## config.mk

```make
export PLATFORM = sky130hd
export DESIGN_NAME = fddc_top
export DESIGN_NICKNAME = d
export VERILOG_FILES = /design/src/fddc_top.v
export VERILOG_INCLUDE_DIRS = /design/src /design/src/shared
export SDC_FILE = /design/constraint.sdc
export NUM_CORES = 1
export LEC_CHECK = 0
export ABC_CLOCK_PERIOD_IN_PS = 5200
export BUFFER_PORTS_ARGS = -buffer_cell sky130_fd_sc_hd__buf_4
export CELL_PAD_IN_SITES_DETAIL_PLACEMENT = 1
export CELL_PAD_IN_SITES_GLOBAL_PLACEMENT = 1
export CORE_ASPECT_RATIO = 2
export CORE_MARGIN = 5
export CORE_UTILIZATION = 41
export DETAILED_ROUTE_END_ITERATION = 8
export PLACE_DENSITY = 0.9
export SETUP_SLACK_MARGIN = 0.3
export SLEW_MARGIN = 15
export SYNTH_ARGS = -nofsm -noshare
export SYNTH_HDL_FRONTEND = slang
export SYNTH_SLANG_ARGS = --single-unit
```

## constraint.sdc

```tcl
create_clock -name clk -period 5.2 [get_ports clk]
set_clock_uncertainty 0.2 [all_clocks]
set_input_delay 0.26 -clock clk [delete_from_list [all_inputs] [get_ports clk]]
set_output_delay 0.26 -clock clk [all_outputs]
set_load 0.01 [all_outputs]
```

## src/shared/fddc_defs.vh

```
`ifndef FDDC_DEFS_VH
`define FDDC_DEFS_VH
// ****************************************
// Register indices and byte addresses
// ****************************************
`define FDDC_IDX_FIFO_DIAG     8'h04
`define FDDC_IDX_MAC_CTRL      8'h06
`define FDDC_IDX_INT_STATUS    8'h08
`define FDDC_IDX_INT_MASK      8'h09
`define FDDC_ADDR_LSB          2
// ****************************************
// Diagnostic register fields
// ****************************************
`define FDDC_TX_EN_BIT         0
`define FDDC_TX_MODE_BIT       1
`define FDDC_TX_RES_BIT        2
`define FDDC_TX_DONE_BIT       3
`define FDDC_RX_EN_BIT         4
`define FDDC_RX_MODE_BIT       5
`define FDDC_RX_RES_BIT        6
`define FDDC_RX_DONE_BIT       7
`define FDDC_PME_BLOCK_BIT     8
`define FDDC_RETAIN_BIT        9
`define FDDC_RX_FULL_BIT       11
`define FDDC_RECEIVING_BIT     15
`define FDDC_DIAG_WMASK        16'h0333
// ****************************************
// MAC control fields
// ****************************************
`define FDDC_DEFER_EN_BIT      0
`define FDDC_DEFER_CODE_LSB    1
`define FDDC_DEFER_CODE_MSB    4
`define FDDC_MAC_WMASK         16'h001F
// ****************************************
// Interrupt bits
// ****************************************
`define FDDC_INT_TX_DONE       0
`define FDDC_INT_RX_DONE       1
`define FDDC_INT_OVERRUN       2
`define FDDC_INT_WIDTH         3
// ****************************************
// Reset values and timing
// ****************************************
`define FDDC_REG_RESET         16'h0000
`define FDDC_STD_IFS_BITS      10'h060
`define FDDC_DEFER_STEP_BITS   9'h010
`define FDDC_BIST_WORDS        10'h200
`define FDDC_BIST_LAST         10'h1FF
`define FDDC_HTRANS_NONSEQ     2'h2
`endif

```

## src/fddc_top.v

```verilog
// Functional notes
// - Tx self-test enable bit 0 and mode bit 1, both read/write.
// - Tx self-test result in bit 2, done flag in bit 3, read-only.
// - Rx self-test enable bit 4 and mode bit 5, both read/write.
// - Rx self-test result in bit 6, done flag in bit 7, read-only.
// - Power-event block bit 8 stops power events reaching the bus; resets 0.
// - Retain bit 9 clear drops overrun packets; set keeps visible ones.
// - Rx full flag bit 11 follows the receive FIFO full level.
// - Overrun only when data arrives while FIFO full, not full alone.
// - Receiving bit 15 high while a packet enters the receive FIFO.
// - MAC control register clears to zero on every reset.
// - Extended deference enable lengthens post-transmit deferral.
// - Enable clear gives the fixed standard deferral of 96 bit times.
// - Defer code 0,1,2 add 0,16,32; codes 3-9 add 64-256 by 32.
// - Defer codes A-F add 288-448 bit times in steps of 32.
// - Enable clear ignores the defer code; no extra deference.
//
// The AHB-Lite register port was decided locally.
`timescale 1ns/100ps
`default_nettype none
`include "fddc_defs.vh"

module fddc_top (
  input  wire        clk,
  input  wire        reset_n,
  input  wire        hsel,
  input  wire [31:0] haddr,
  input  wire [1:0]  htrans,
  input  wire        hwrite,
  input  wire [2:0]  hsize,
  input  wire        hready,
  input  wire [31:0] hwdata,
  output reg  [31:0] hrdata,
  output reg         hreadyout,
  output reg         hresp,
  output reg         tx_selftest_run,
  output reg         tx_selftest_mode,
  output reg  [9:0]  tx_selftest_addr,
  input  wire        tx_selftest_miscompare,
  output reg         rx_selftest_run,
  output reg         rx_selftest_mode,
  output reg  [9:0]  rx_selftest_addr,
  input  wire        rx_selftest_miscompare,
  input  wire        power_event_req,
  output reg         power_event_out,
  input  wire        rx_fifo_full,
  input  wire        rx_data_arrive,
  input  wire        rx_packet_active,
  output reg         rx_overrun,
  output reg         drop_overrun_packet,
  output reg         extended_deference_enable,
  output reg  [8:0]  extra_defer_bits,
  output reg  [9:0]  defer_total_bits,
  output reg         irq
);

  // ****************************************
  // State codes and helpers
  // ****************************************
  localparam [2:0] ST_IDLE = 3'h1;
  localparam [2:0] ST_RUN  = 3'h2;
  localparam [2:0] ST_DONE = 3'h4;

  function [8:0] defer_bits;
    input [3:0] code;
    begin
      if (code < 4'h3) begin
        defer_bits = {5'h00, code} * `FDDC_DEFER_STEP_BITS;
      end else begin
        defer_bits = ({5'h00, code} - 9'h001) * (`FDDC_DEFER_STEP_BITS << 1);
      end
    end
  endfunction

  function [15:0] w1_merge;
    input [15:0] old_val;
    input [15:0] wdata;
    input [15:0] wmask;
    begin
      w1_merge = (old_val & ~wmask) | (wdata & wmask);
    end
  endfunction

  // ****************************************
  // Registers
  // ****************************************
  reg  [15:0] diag_ctrl_q;
  reg  [15:0] mac_parameter_control_q;
  reg  [2:0]  int_status_q;
  reg  [2:0]  int_mask_q;
  reg         wr_pend_q;
  reg  [7:0]  wr_idx_q;
  reg  [2:0]  tx_state_q;
  reg  [2:0]  rx_state_q;
  reg  [9:0]  tx_cnt_q;
  reg  [9:0]  rx_cnt_q;
  reg         tx_fail_q;
  reg         rx_fail_q;
  reg         tx_en_prev_q;
  reg         rx_en_prev_q;
  reg  [15:0] fifo_diagnostic_status;
  reg  [31:0] rdata_d;
  reg  [2:0]  int_events;
  reg  [2:0]  int_status_d;

  wire        addr_phase = hsel & hready & (htrans == `FDDC_HTRANS_NONSEQ);
  wire [7:0]  addr_idx   = haddr[`FDDC_ADDR_LSB+7:`FDDC_ADDR_LSB];
  wire        wr_diag    = wr_pend_q & (wr_idx_q == `FDDC_IDX_FIFO_DIAG);
  wire        wr_mac     = wr_pend_q & (wr_idx_q == `FDDC_IDX_MAC_CTRL);
  wire        wr_stat    = wr_pend_q & (wr_idx_q == `FDDC_IDX_INT_STATUS);
  wire        wr_mask    = wr_pend_q & (wr_idx_q == `FDDC_IDX_INT_MASK);
  wire        tx_en      = diag_ctrl_q[`FDDC_TX_EN_BIT];
  wire        rx_en      = diag_ctrl_q[`FDDC_RX_EN_BIT];
  wire        tx_start   = tx_en & ~tx_en_prev_q;
  wire        rx_start   = rx_en & ~rx_en_prev_q;
  wire        defer_en   = mac_parameter_control_q[`FDDC_DEFER_EN_BIT];
  wire [3:0]  defer_code = mac_parameter_control_q[`FDDC_DEFER_CODE_MSB:
                                                   `FDDC_DEFER_CODE_LSB];
  wire        overrun_now = rx_fifo_full & rx_data_arrive;
  wire        tx_done_vis = (tx_state_q == ST_DONE) & ~tx_start;
  wire        rx_done_vis = (rx_state_q == ST_DONE) & ~rx_start;

  // ****************************************
  // Read view of the diagnostic register
  // ****************************************
  always @* begin
    fifo_diagnostic_status = diag_ctrl_q & `FDDC_DIAG_WMASK;
    fifo_diagnostic_status[`FDDC_TX_RES_BIT]  = tx_done_vis
                                                & tx_fail_q;
    fifo_diagnostic_status[`FDDC_TX_DONE_BIT] = tx_done_vis;
    fifo_diagnostic_status[`FDDC_RX_RES_BIT]  = rx_done_vis
                                                & rx_fail_q;
    fifo_diagnostic_status[`FDDC_RX_DONE_BIT] = rx_done_vis;
    fifo_diagnostic_status[`FDDC_RX_FULL_BIT] = rx_fifo_full;
    fifo_diagnostic_status[`FDDC_RECEIVING_BIT] = rx_packet_active;
  end

  always @* begin
    rdata_d = 32'h00000000;
    case (addr_idx)
      `FDDC_IDX_FIFO_DIAG:  rdata_d = {16'h0000, fifo_diagnostic_status};
      `FDDC_IDX_MAC_CTRL:   rdata_d = {16'h0000, mac_parameter_control_q};
      `FDDC_IDX_INT_STATUS: rdata_d = {29'h00000000, int_status_q};
      `FDDC_IDX_INT_MASK:   rdata_d = {29'h00000000, int_mask_q};
      default:              rdata_d = 32'h00000000;
    endcase
  end

  // ****************************************
  // Bus slave
  // ****************************************
  always @(posedge clk or negedge reset_n) begin
    if (!reset_n) begin
      hrdata    <= 32'h00000000;
      hreadyout <= 1'b0;
      hresp     <= 1'b0;
      wr_pend_q <= 1'b0;
      wr_idx_q  <= 8'h00;
    end else begin
      hreadyout <= 1'b1;
      hresp     <= 1'b0;
      wr_pend_q <= addr_phase & hwrite;
      if (addr_phase) begin
        wr_idx_q <= addr_idx;
        hrdata   <= hwrite ? 32'h00000000 : rdata_d;
      end
    end
  end

  // ****************************************
  // Control registers
  // ****************************************
  always @(posedge clk or negedge reset_n) begin
    if (!reset_n) begin
      diag_ctrl_q             <= `FDDC_REG_RESET;
      mac_parameter_control_q <= `FDDC_REG_RESET;
      int_mask_q              <= 3'h0;
    end else begin
      if (wr_diag) begin
        diag_ctrl_q <= w1_merge(diag_ctrl_q, hwdata[15:0],
                                `FDDC_DIAG_WMASK);
      end
      if (wr_mac) begin
        mac_parameter_control_q <= hwdata[15:0] & `FDDC_MAC_WMASK;
      end
      if (wr_mask) begin
        int_mask_q <= hwdata[2:0];
      end
    end
  end

  // ****************************************
  // Transmit FIFO self-test engine
  // ****************************************
  always @(posedge clk or negedge reset_n) begin
    if (!reset_n) begin
      tx_state_q   <= ST_IDLE;
      tx_cnt_q     <= 10'h000;
      tx_fail_q    <= 1'b0;
      tx_en_prev_q <= 1'b0;
    end else begin
      tx_en_prev_q <= tx_en;
      if (tx_start) begin
        tx_state_q <= ST_RUN;
        tx_cnt_q   <= 10'h000;
        tx_fail_q  <= 1'b0;
      end else begin
        case (tx_state_q)
          ST_IDLE: tx_state_q <= ST_IDLE;
          ST_RUN: begin
            tx_fail_q <= tx_fail_q | tx_selftest_miscompare;
            if (!tx_en) begin
              tx_state_q <= ST_IDLE;
            end else if (tx_cnt_q == `FDDC_BIST_LAST) begin
              tx_state_q <= ST_DONE;
            end else begin
              tx_cnt_q <= tx_cnt_q + 10'h001;
            end
          end
          ST_DONE: tx_state_q <= ST_DONE;
          default: tx_state_q <= ST_IDLE;
        endcase
      end
    end
  end

  // ****************************************
  // Receive FIFO self-test engine
  // ****************************************
  always @(posedge clk or negedge reset_n) begin
    if (!reset_n) begin
      rx_state_q   <= ST_IDLE;
      rx_cnt_q     <= 10'h000;
      rx_fail_q    <= 1'b0;
      rx_en_prev_q <= 1'b0;
    end else begin
      rx_en_prev_q <= rx_en;
      if (rx_start) begin
        rx_state_q <= ST_RUN;
        rx_cnt_q   <= 10'h000;
        rx_fail_q  <= 1'b0;
      end else begin
        case (rx_state_q)
          ST_IDLE: rx_state_q <= ST_IDLE;
          ST_RUN: begin
            rx_fail_q <= rx_fail_q | rx_selftest_miscompare;
            if (!rx_en) begin
              rx_state_q <= ST_IDLE;
            end else if (rx_cnt_q == `FDDC_BIST_LAST) begin
              rx_state_q <= ST_DONE;
            end else begin
              rx_cnt_q <= rx_cnt_q + 10'h001;
            end
          end
          ST_DONE: rx_state_q <= ST_DONE;
          default: rx_state_q <= ST_IDLE;
        endcase
      end
    end
  end

  // ****************************************
  // Interrupt status, set wins over clear
  // ****************************************
  always @* begin
    int_events = 3'h0;
    int_events[`FDDC_INT_TX_DONE] = (tx_state_q == ST_RUN) & tx_en
                                    & (tx_cnt_q == `FDDC_BIST_LAST) & ~tx_start;
    int_events[`FDDC_INT_RX_DONE] = (rx_state_q == ST_RUN) & rx_en
                                    & (rx_cnt_q == `FDDC_BIST_LAST) & ~rx_start;
    int_events[`FDDC_INT_OVERRUN] = overrun_now;
    int_status_d = int_status_q;
    if (wr_stat) begin
      int_status_d = int_status_q & ~hwdata[2:0];
    end
    int_status_d = int_status_d | int_events;
  end

  always @(posedge clk or negedge reset_n) begin
    if (!reset_n) begin
      int_status_q <= 3'h0;
      irq          <= 1'b0;
    end else begin
      int_status_q <= int_status_d;
      irq          <= |(int_status_d & int_mask_q);
    end
  end

  // ****************************************
  // Datapath outputs
  // ****************************************
  always @(posedge clk or negedge reset_n) begin
    if (!reset_n) begin
      tx_selftest_run           <= 1'b0;
      tx_selftest_mode          <= 1'b0;
      tx_selftest_addr          <= 10'h000;
      rx_selftest_run           <= 1'b0;
      rx_selftest_mode          <= 1'b0;
      rx_selftest_addr          <= 10'h000;
      power_event_out           <= 1'b0;
      rx_overrun                <= 1'b0;
      drop_overrun_packet       <= 1'b0;
      extended_deference_enable <= 1'b0;
      extra_defer_bits          <= 9'h000;
      defer_total_bits          <= `FDDC_STD_IFS_BITS;
    end else begin
      tx_selftest_run  <= (tx_state_q == ST_RUN) & tx_en;
      tx_selftest_mode <= diag_ctrl_q[`FDDC_TX_MODE_BIT];
      tx_selftest_addr <= tx_cnt_q;
      rx_selftest_run  <= (rx_state_q == ST_RUN) & rx_en;
      rx_selftest_mode <= diag_ctrl_q[`FDDC_RX_MODE_BIT];
      rx_selftest_addr <= rx_cnt_q;
      power_event_out  <= power_event_req
                          & ~diag_ctrl_q[`FDDC_PME_BLOCK_BIT];
      rx_overrun       <= overrun_now;
      drop_overrun_packet <= overrun_now
                             & ~diag_ctrl_q[`FDDC_RETAIN_BIT];
      extended_deference_enable <= defer_en;
      if (defer_en) begin
        extra_defer_bits <= defer_bits(defer_code);
        defer_total_bits <= `FDDC_STD_IFS_BITS
                            + {1'b0, defer_bits(defer_code)};
      end else begin
        extra_defer_bits <= 9'h000;
        defer_total_bits <= `FDDC_STD_IFS_BITS;
      end
    end
  end

endmodule // fddc_top
`default_nettype wire

```

* After elaboration in Yosys (flattened, before gate mapping)
Cells that the tools add are included.
Storage, ports and cells: output and inout bits 82, logic and storage cells 122, bits of input ports 80, flip-flop bits (word level) 147
Operators by class: $lt $le $gt $ge 1, bitwise operators 35, multiplexer cells 27, add/subtract/negate cells 4, eq/ne operators 19, reduce and logical (&&, ||, !) cells 7
Operator list (count):
- 10-bit 2-to-1 mux | 9
- 16-bit one-hot mux with 4 select lines | 1
- 8-bit by 3-bit == test with 1-bit output (second input constant) | 4
- 8-bit by 4-bit == test with 1-bit output (second input constant) | 4
- 32-bit 2-to-1 mux | 1
- 9-bit 2-to-1 mux | 3
- 1-bit AND | 22
- 3-bit 2-to-1 mux | 7
- 10-bit by 1-bit adder with 10-bit output (second input constant) | 2
- 10-bit by 9-bit == test with 1-bit output (second input constant) | 2
- 16-bit by 10-bit OR with 16-bit output | 1
- 3-bit one-hot mux with 2 select lines | 2
- 7-bit by 9-bit adder with 10-bit output (first input constant) | 1
- 4-bit != test (second input constant) | 2
- 2-bit nonzero test | 4
- 3-bit AND | 2
- 3-bit by 2-bit == test with 1-bit output (second input constant) | 2
- 3-bit == test (second input constant) | 2
- 1-bit NOT | 6
- 3-bit AND reduction | 2
- 4-bit by 2-bit less-than comparator with 1-bit output (second input constant) | 1
- 1-bit 2-to-1 mux | 4
- 2-bit != test (second input constant) | 2
- 4-bit by 1-bit subtractor with 4-bit output (second input constant) | 1
- other kinds (5) | 6

* Logic depth before layout (Yosys ltp)
Gate-level depths: netlist of run 1.
depth after elaboration 7, gate-level depth with buffers 8, mapped depth without buffers 8

* Least setup slack after synthesis of run 1
No wires, ideal clock.
path kind register to register, start point register wr_idx_q[4], end point register diag_ctrl_q[0], path buffers 1, library setup time 125 ps, stages on the path, launching flop included 6, data arrival time 1855 ps, required time 4875 ps, clock period less this slack 2180 ps, slack 3020 ps, path through dfrtp_1 -> or4b_4 -> nor3_1 -> nor4bb_1 -> buf_2 -> mux2_2
Between the ends: cells in the longest elaborated chain, start to end 2
RTL lines:
- from (decl) | line fddc_top.v:92 | reg [7:0] wr_idx_q;
- from (signal assigned) | line fddc_top.v:164 | wr_idx_q <= addr_idx;
- 8-bit by 3-bit == test with 1-bit output (no line)
- 1-bit AND | line fddc_top.v:108 | wire wr_diag = wr_pend_q & (wr_idx_q == `FDDC_IDX_FIFO_DIAG);
- to (signal assigned) | line fddc_top.v:175 | diag_ctrl_q <= `FDDC_REG_RESET;
- to (signal assigned) | line fddc_top.v:180 | diag_ctrl_q <= w1_merge(diag_ctrl_q, hwdata[15:0],
- to (decl) | line fddc_top.v:87 | reg [15:0] diag_ctrl_q;
Every way passes these cells. A chain may end at the register's enable or synchronous reset.

* Worst setup path after layout of run 1
start point register wr_idx_q[4], end point register diag_ctrl_q[4]
The elaborated chain is that of the path after synthesis.

==> results of run 1 <==
synth_stat cells (3+ instances only):
library cell  number  area share, %
a21oi_1            7           0.77
nand3_1           12            1.3
buf_4             30            5.0
mux2_2            22            5.5
mux2i_1            8            1.8
xnor2_1            5           0.96
nand4_1            6           0.83
nor2_1            31            2.6
o21ai_0            7           0.77
nand2b_1           5           0.69
nor3b_1            3           0.50
clkbuf_1           6           0.50
nor3_1             7           0.77
dfrtp_1          104             57
and4_1             3           0.58
nor4_1             4           0.55
inv_1             12           0.99
or3_1              3           0.41
nand4b_1           3           0.58
nor2b_1            8            1.1
dfstp_2            4            2.3
ha_1               5            1.4
nand2_1           22            1.8
a22o_1            10            1.9
a21o_1             3           0.50
xor2_1             9            1.7
o22ai_1            3           0.41
worst reg2reg max path: cells and delay by family (launching register included):
kind                   cells  cell delay (ns)
flip-flops                 1             0.38
AND/OR/NAND/NOR            3             1.70
buffers and inverters      1             0.28
multiplexers               1             0.34
cell families after synthesis:
group                      after synthesis
and+or+nand+nor                        120
DFF                                    108
xor gates and xnor gates                14
buffers and inverters                   49
AOI/OAI and AO/OA                       47
muxes                                   30
other                                    2
adders and majority gates                5
routing by layer:
metal | track usage [%] | wire length (µm)
met1 | 17.2 | 3940
met2 | 34.3 | 6820
met3 | 2.65 | 453
met4 | 8.72 | 399
met5 | 0 | 0
worst paths after layout:
| kind | to | slack, ns |
|---|---|---|
| max | diag_ctrl_q[4] | 2.19 |
| min | tx_fail_q | 0.02 |
| max reg2reg | diag_ctrl_q[4] | 2.19 |
| min reg2reg | rx_selftest_mode | 0.20 |
| max in group asynchronous | wr_idx_q[3] | 3.32 |
| min in group asynchronous | defer_total_bits[4] | 0.27 |
flip-flops by register name, indices dropped and copies added, names as in the netlist, 3 cells and up:
register,flops
defer_total_bits,6
diag_ctrl_q,6
extra_defer_bits,4
hrdata,12
int_mask_q,3
int_status_q,3
mac_parameter_control_q,5
rx_cnt_q,10
rx_selftest_addr,10
rx_state_q,3
tx_cnt_q,10
tx_selftest_addr,10
tx_state_q,3
wr_idx_q,8
cell type report:
cell class,instances,area (µm²),area share [%]
Inverter,12,45.0,0.795
Sequential cell,108,2710,47.8
Clock buffer,12,246,4.35
Clock inverter,3,23.8,0.420
Tap cell,140,175,3.09
Multi-Input combinational cell,246,1640,29.0
Timing Repair Buffer,103,821,14.5
power by group:
part | switching (mW) | internal (mW)
logic | 0.0722 | 0.0645
clock network | 0.298 | 0.337
registers | 0.0253 | 0.870
total | 0.396 | 1.27
stage by stage:
stage	setup slack, ns	hold slack (ns)	std cells	total power [mW]
after detailed placement	2.25	0.0967	590	1.03
after global placement	2.31	0.0761	590	1.02
after global routing	2.13	0.0406	624	1.73
after floorplan	3.02	-0.236	403	0.981
final	2.19	0.0218	624	1.67
after CTS	2.18	0.0241	624	1.68
==> impl_metrics.json, run 1 <==
{
  "syn_inst": 375,
  "antenna_found_initial": 0,
  "worst_path_largest_cell_delay_ns": 0.88,
  "period_needed_ns": 3.01,
  "async_flop_share_pct": 100,
  "path_delay_family": "simple AND/OR/NAND/NOR gates",
  "synth_area_um2": 4540,
  "cts_made_buffers": 9,
  "final_common_cell": "dfrtp_1",
  "critPathLaunchType": "flip-flop",
  "grt.total_usage_pct": 17.5,
  "cellPowerDensity_nw_per_um2": 294,
  "critical_path_arrival_ns": 3.04,
  "hp-class": "input pin to flip-flop",
  "p_leak_nw": 2.80,
  "synth_xor_area_share_pct": 2.70,
  "initial_core_util_pct": 41.8,
  "dieWidth_um": 84.4,
  "ys_ff_latch": 108,
  "hold_viol_final": 0,
  "clockBufferDepth": 2,
  "worstSkewPairLatency_ns": 0.34,
  "htree_levels": 3,
  "grt_pass1_wl_mm": 18.7,
  "port_buffers": 81,
  "area_delta_synth_final_pct": 24.6,
  "die_area_um2": 13400,
  "synthSimpleGateAreaFrac_pct": 14.8,
  "crit_path_cell_trace": "or4b_4, nor3_1, nor4bb_1, buf_4, mux2_2",
  "startpoint": "wr_idx_q[4]",
  "peakVddDrop_v": 0.000174,
  "clock-sinks": 108,
  "post_cts_buffers": 0,
  "firstDrtPassIters": 4,
  "synthAdderAreaFrac_pct": 1.38,
  "synth_compound_area_share_pct": 7.57,
  "wire_per_inst_um": 18.6,
  "yosys_warnings": 0,
  "final_max_slew_viol_count": 0,
  "critical_path_class": "flip-flop to flip-flop",
  "final_nets": 565,
  "core_area_um2": 10900,
  "hpwl_mm": 8.37,
  "status": "completed",
  "synth_top_family_by_area": "simple AND/OR/NAND/NOR gates",
  "ant_nets": 0,
  "die_y_um": 159,
  "via_per_inst": 5.22,
  "antennaDiodeCount": 0,
  "slowest_stage": "nor4bb_1",
  "grt_pass1_vias": 3690,
  "crit_buf_inv": 1,
  "wirelength_mm": 11.6,
  "routabilityCongestion": 0.872,
  "worst_pin_slew_ns": 0.979,
  "min_path_cells": 3,
  "critPathMaxFanout": 4,
  "rows": 54,
  "critical_path_cell_count": 5,
  "dr_total_vias": 3259,
  "final_util_pct": 52.1,
  "top_level_ports": 162,
  "hold_buffers": 19,
  "cts_tree": "built",
  "grt_max_degree": 64,
  "fin_setup_tns_ns": 0,
  "postCtsResizedCells": 0,
  "fin_crit_sh_pct": 57.9,
  "clockRootBuffer": "clkbuf_16",
  "synth-seq-area-share_pct": 59.6,
  "dpl-instance-area_um2": 5200,
  "rsz0062_at_grt": "false",
  "grt-ovfl-total": 0,
  "final_cell_mix": "dfrtp_1 (104), buf_4 (84), nor2_1 (31)",
  "setup_viol": 0,
  "synth_enable_flop_cells": 0,
  "drtIter0Drc": 146,
  "drive_gt1_share_pct": 27.5,
  "n_fill_cell": 1168,
  "maxCapViolCount": 0,
  "r2r-start": "wr_idx_q[4]",
  "max_freq_mhz": 332,
  "postSynthAreaPerCell_um2": 12.1,
  "end_kind": "flip-flop",
  "muxShareOfSynthArea_pct": 7.21,
  "ff2ff_path_depth": 5,
  "clkTransAtPathRegs_ns": 0.07,
  "fin_area_um2": 5660,
  "ys.flop_type": "dfrtp_1",
  "cp.required_ns": 5.23,
  "synthDistinctLibCells": 54,
  "drc": 0,
  "maxSlewHeadroom_pct": 33.8,
  "min_from": "tx_selftest_miscompare"
}
(Power assumes the default switching activity.)
==> run 2: changes to the inputs <==
Settings changed: ABC_CLOCK_PERIOD_IN_PS 5200 to 2700, CORE_UTILIZATION 41 to 34, PLACE_DENSITY 0.9 to 0.8.
Clock period 5.2 ns to 2.7 ns, I/O delays scaled along.
==> run 2 against run 1 <==
- combinational power up 99%
- first-iteration DRC count is 57% lower
- critical path depth up 2
- die area is 19% higher
- power grew 100%
==> impl_metrics.json, run 2 (synthesis results as in run 1) <==
{
  "max_freq_mhz": 426,
  "hp-class": "input pin to async pin",
  "rsz0062_at_grt": "false",
  "end_kind": "flip-flop",
  "via_per_inst": 4.95,
  "critPathMaxFanout": 6,
  "final_common_cell": "dfrtp_1",
  "drive_gt1_share_pct": 28.7,
  "clock-sinks": 108,
  "clockRootBuffer": "clkbuf_16",
  "cts_tree": "built",
  "worst_pin_slew_ns": 0.523,
  "port_buffers": 81,
  "firstDrtPassIters": 3,
  "die_y_um": 173,
  "n_fill_cell": 1388,
  "dpl-instance-area_um2": 5260,
  "grt-ovfl-total": 0,
  "drc": 0,
  "hpwl_mm": 8.11,
  "grt.total_usage_pct": 14.7,
  "fin_area_um2": 5830,
  "fin_setup_tns_ns": 0,
  "setup_viol": 0,
  "final_util_pct": 44.6,
  "grt_pass1_wl_mm": 18.7,
  "final_nets": 574,
  "ant_nets": 0,
  "routabilityCongestion": 0.807,
  "grt_max_degree": 88,
  "wirelength_mm": 11.3,
  "final_cell_mix": "dfrtp_1 (104), buf_4 (87), nor2_1 (31)",
  "seq_area_um2": 2710,
  "rows": 59,
  "multi_input_area_um2": 1660,
  "dr_total_vias": 3197,
  "status": "completed",
  "core_area_um2": 13100,
  "clockBufferDepth": 2,
  "htree_levels": 3,
  "worstSkewPairLatency_ns": 0.35,
  "die_area_um2": 15900,
  "p_leak_nw": 2.88,
  "final_max_slew_viol_count": 0,
  "maxSlewHeadroom_pct": 64.8,
  "total_power_mw": 3.36,
  "critical_path_class": "input pin to flip-flop",
  "peakVddDrop_v": 0.000259,
  "largest_register": "hrdata",
  "top_level_ports": 162,
  "critPathLaunchType": "input pin",
  "critical_path_arrival_ns": 2.44,
  "cellPowerDensity_nw_per_um2": 576,
  "cp.required_ns": 2.79,
  "wire_per_inst_um": 17.5,
  "drtIter0Drc": 63,
  "initial_core_util_pct": 34.8,
  "dieWidth_um": 91.8,
  "largest_register_ffs": 12,
  "antenna_found_initial": 0,
  "antennaDiodeCount": 0,
  "hold_viol_final": 0,
  "period_needed_ns": 2.35,
  "grt_pass1_vias": 3691,
  "area_delta_synth_final_pct": 28.2,
  "cts_made_buffers": 9,
  "clkTransAtPathRegs_ns": 0.08,
  "post_cts_buffers": 0,
  "maxCapViolCount": 0,
  "fin_crit_sh_pct": 87.0
}
-- run 2: cell types whose count changed in the layout (fill, tap and decap cells not counted), sizes merged --
cell,delta
clkinvlp,-1
dlygate4sd3,+5
buf,+4
clkinv,+1
clkbuf,-3
bufinv,+1
inv,+3
-- run 2: final timing paths --
kind / startpoint / endpoint / slack (ns) / cells after the start
setup / recovery: haddr[7] / hrdata[6] / 0.35 / 7
hold / removal: reset_n / tx_selftest_addr[2] / 0.01 / 2
setup reg to reg: wr_idx_q[4] / irq / 0.41 / 5
hold reg to reg: diag_ctrl_q[1] / tx_selftest_mode / 0.22 / 0
max in group asynchronous: reset_n / rx_state_q[0] / 1.51 / 3
min in group clk: htrans[0] / hrdata[4] / 0.08 / 4
-- run 2: layout make-up --
| class | instances | area share [%] |
|---|---|---|
| flip-flops and latches | 108 | 46.5 |
| multi-input cells | 246 | 28.6 |
| repair buffers | 112 | 15.7 |
| clock buffers | 9 | 3.86 |
| well taps | 152 | 3.26 |
| clock inverters | 7 | 1.42 |
| inverters | 12 | 0.773 |
-- run 2: per-stage QoR --
stage,hold WS [ns],cells,setup slack (ns)
5_1_grt,0.0411,646,0.332
4_1_cts,0.0122,646,0.308
3_3_place_gp,-0.169,606,0.264
3_5_place_dp,-0.158,606,0.236
6_report,0.0126,646,0.352
2_1_floorplan,-0.361,403,0.520
-- run 2: repair_timing --
item	4_1_cts	5_1_grt
hold endpoints to repair	143	0
gates resized for setup	2	1
pin swaps	0	1
hold buffers	24	0
setup endpoints to repair	6	6
-- run 2: where the power goes --
| group | internal [mW] | switching [mW] | total, mW |
|---|---|---|---|
| registers | 1.67 | 0.0548 | 1.73 |
| logic | 0.134 | 0.139 | 0.273 |
| clock network | 0.736 | 0.618 | 1.35 |
-- run 2: worst max-delay path: stages --
cell and delay (ns):
dlygate4sd3_1 0.55, buf_4 0.14, or4_4 0.53, or4_4 0.53, nor2_4 0.18, and4_1 0.24, a22o_1 0.13
-- run 2: per-layer routing --
layer | routed length [µm] | track usage [%]
met2 | 6580 | 28.6
met4 | 288 | 6.08
met1 | 3930 | 14.6
met3 | 481 | 3.26
met5 | 0 | 0
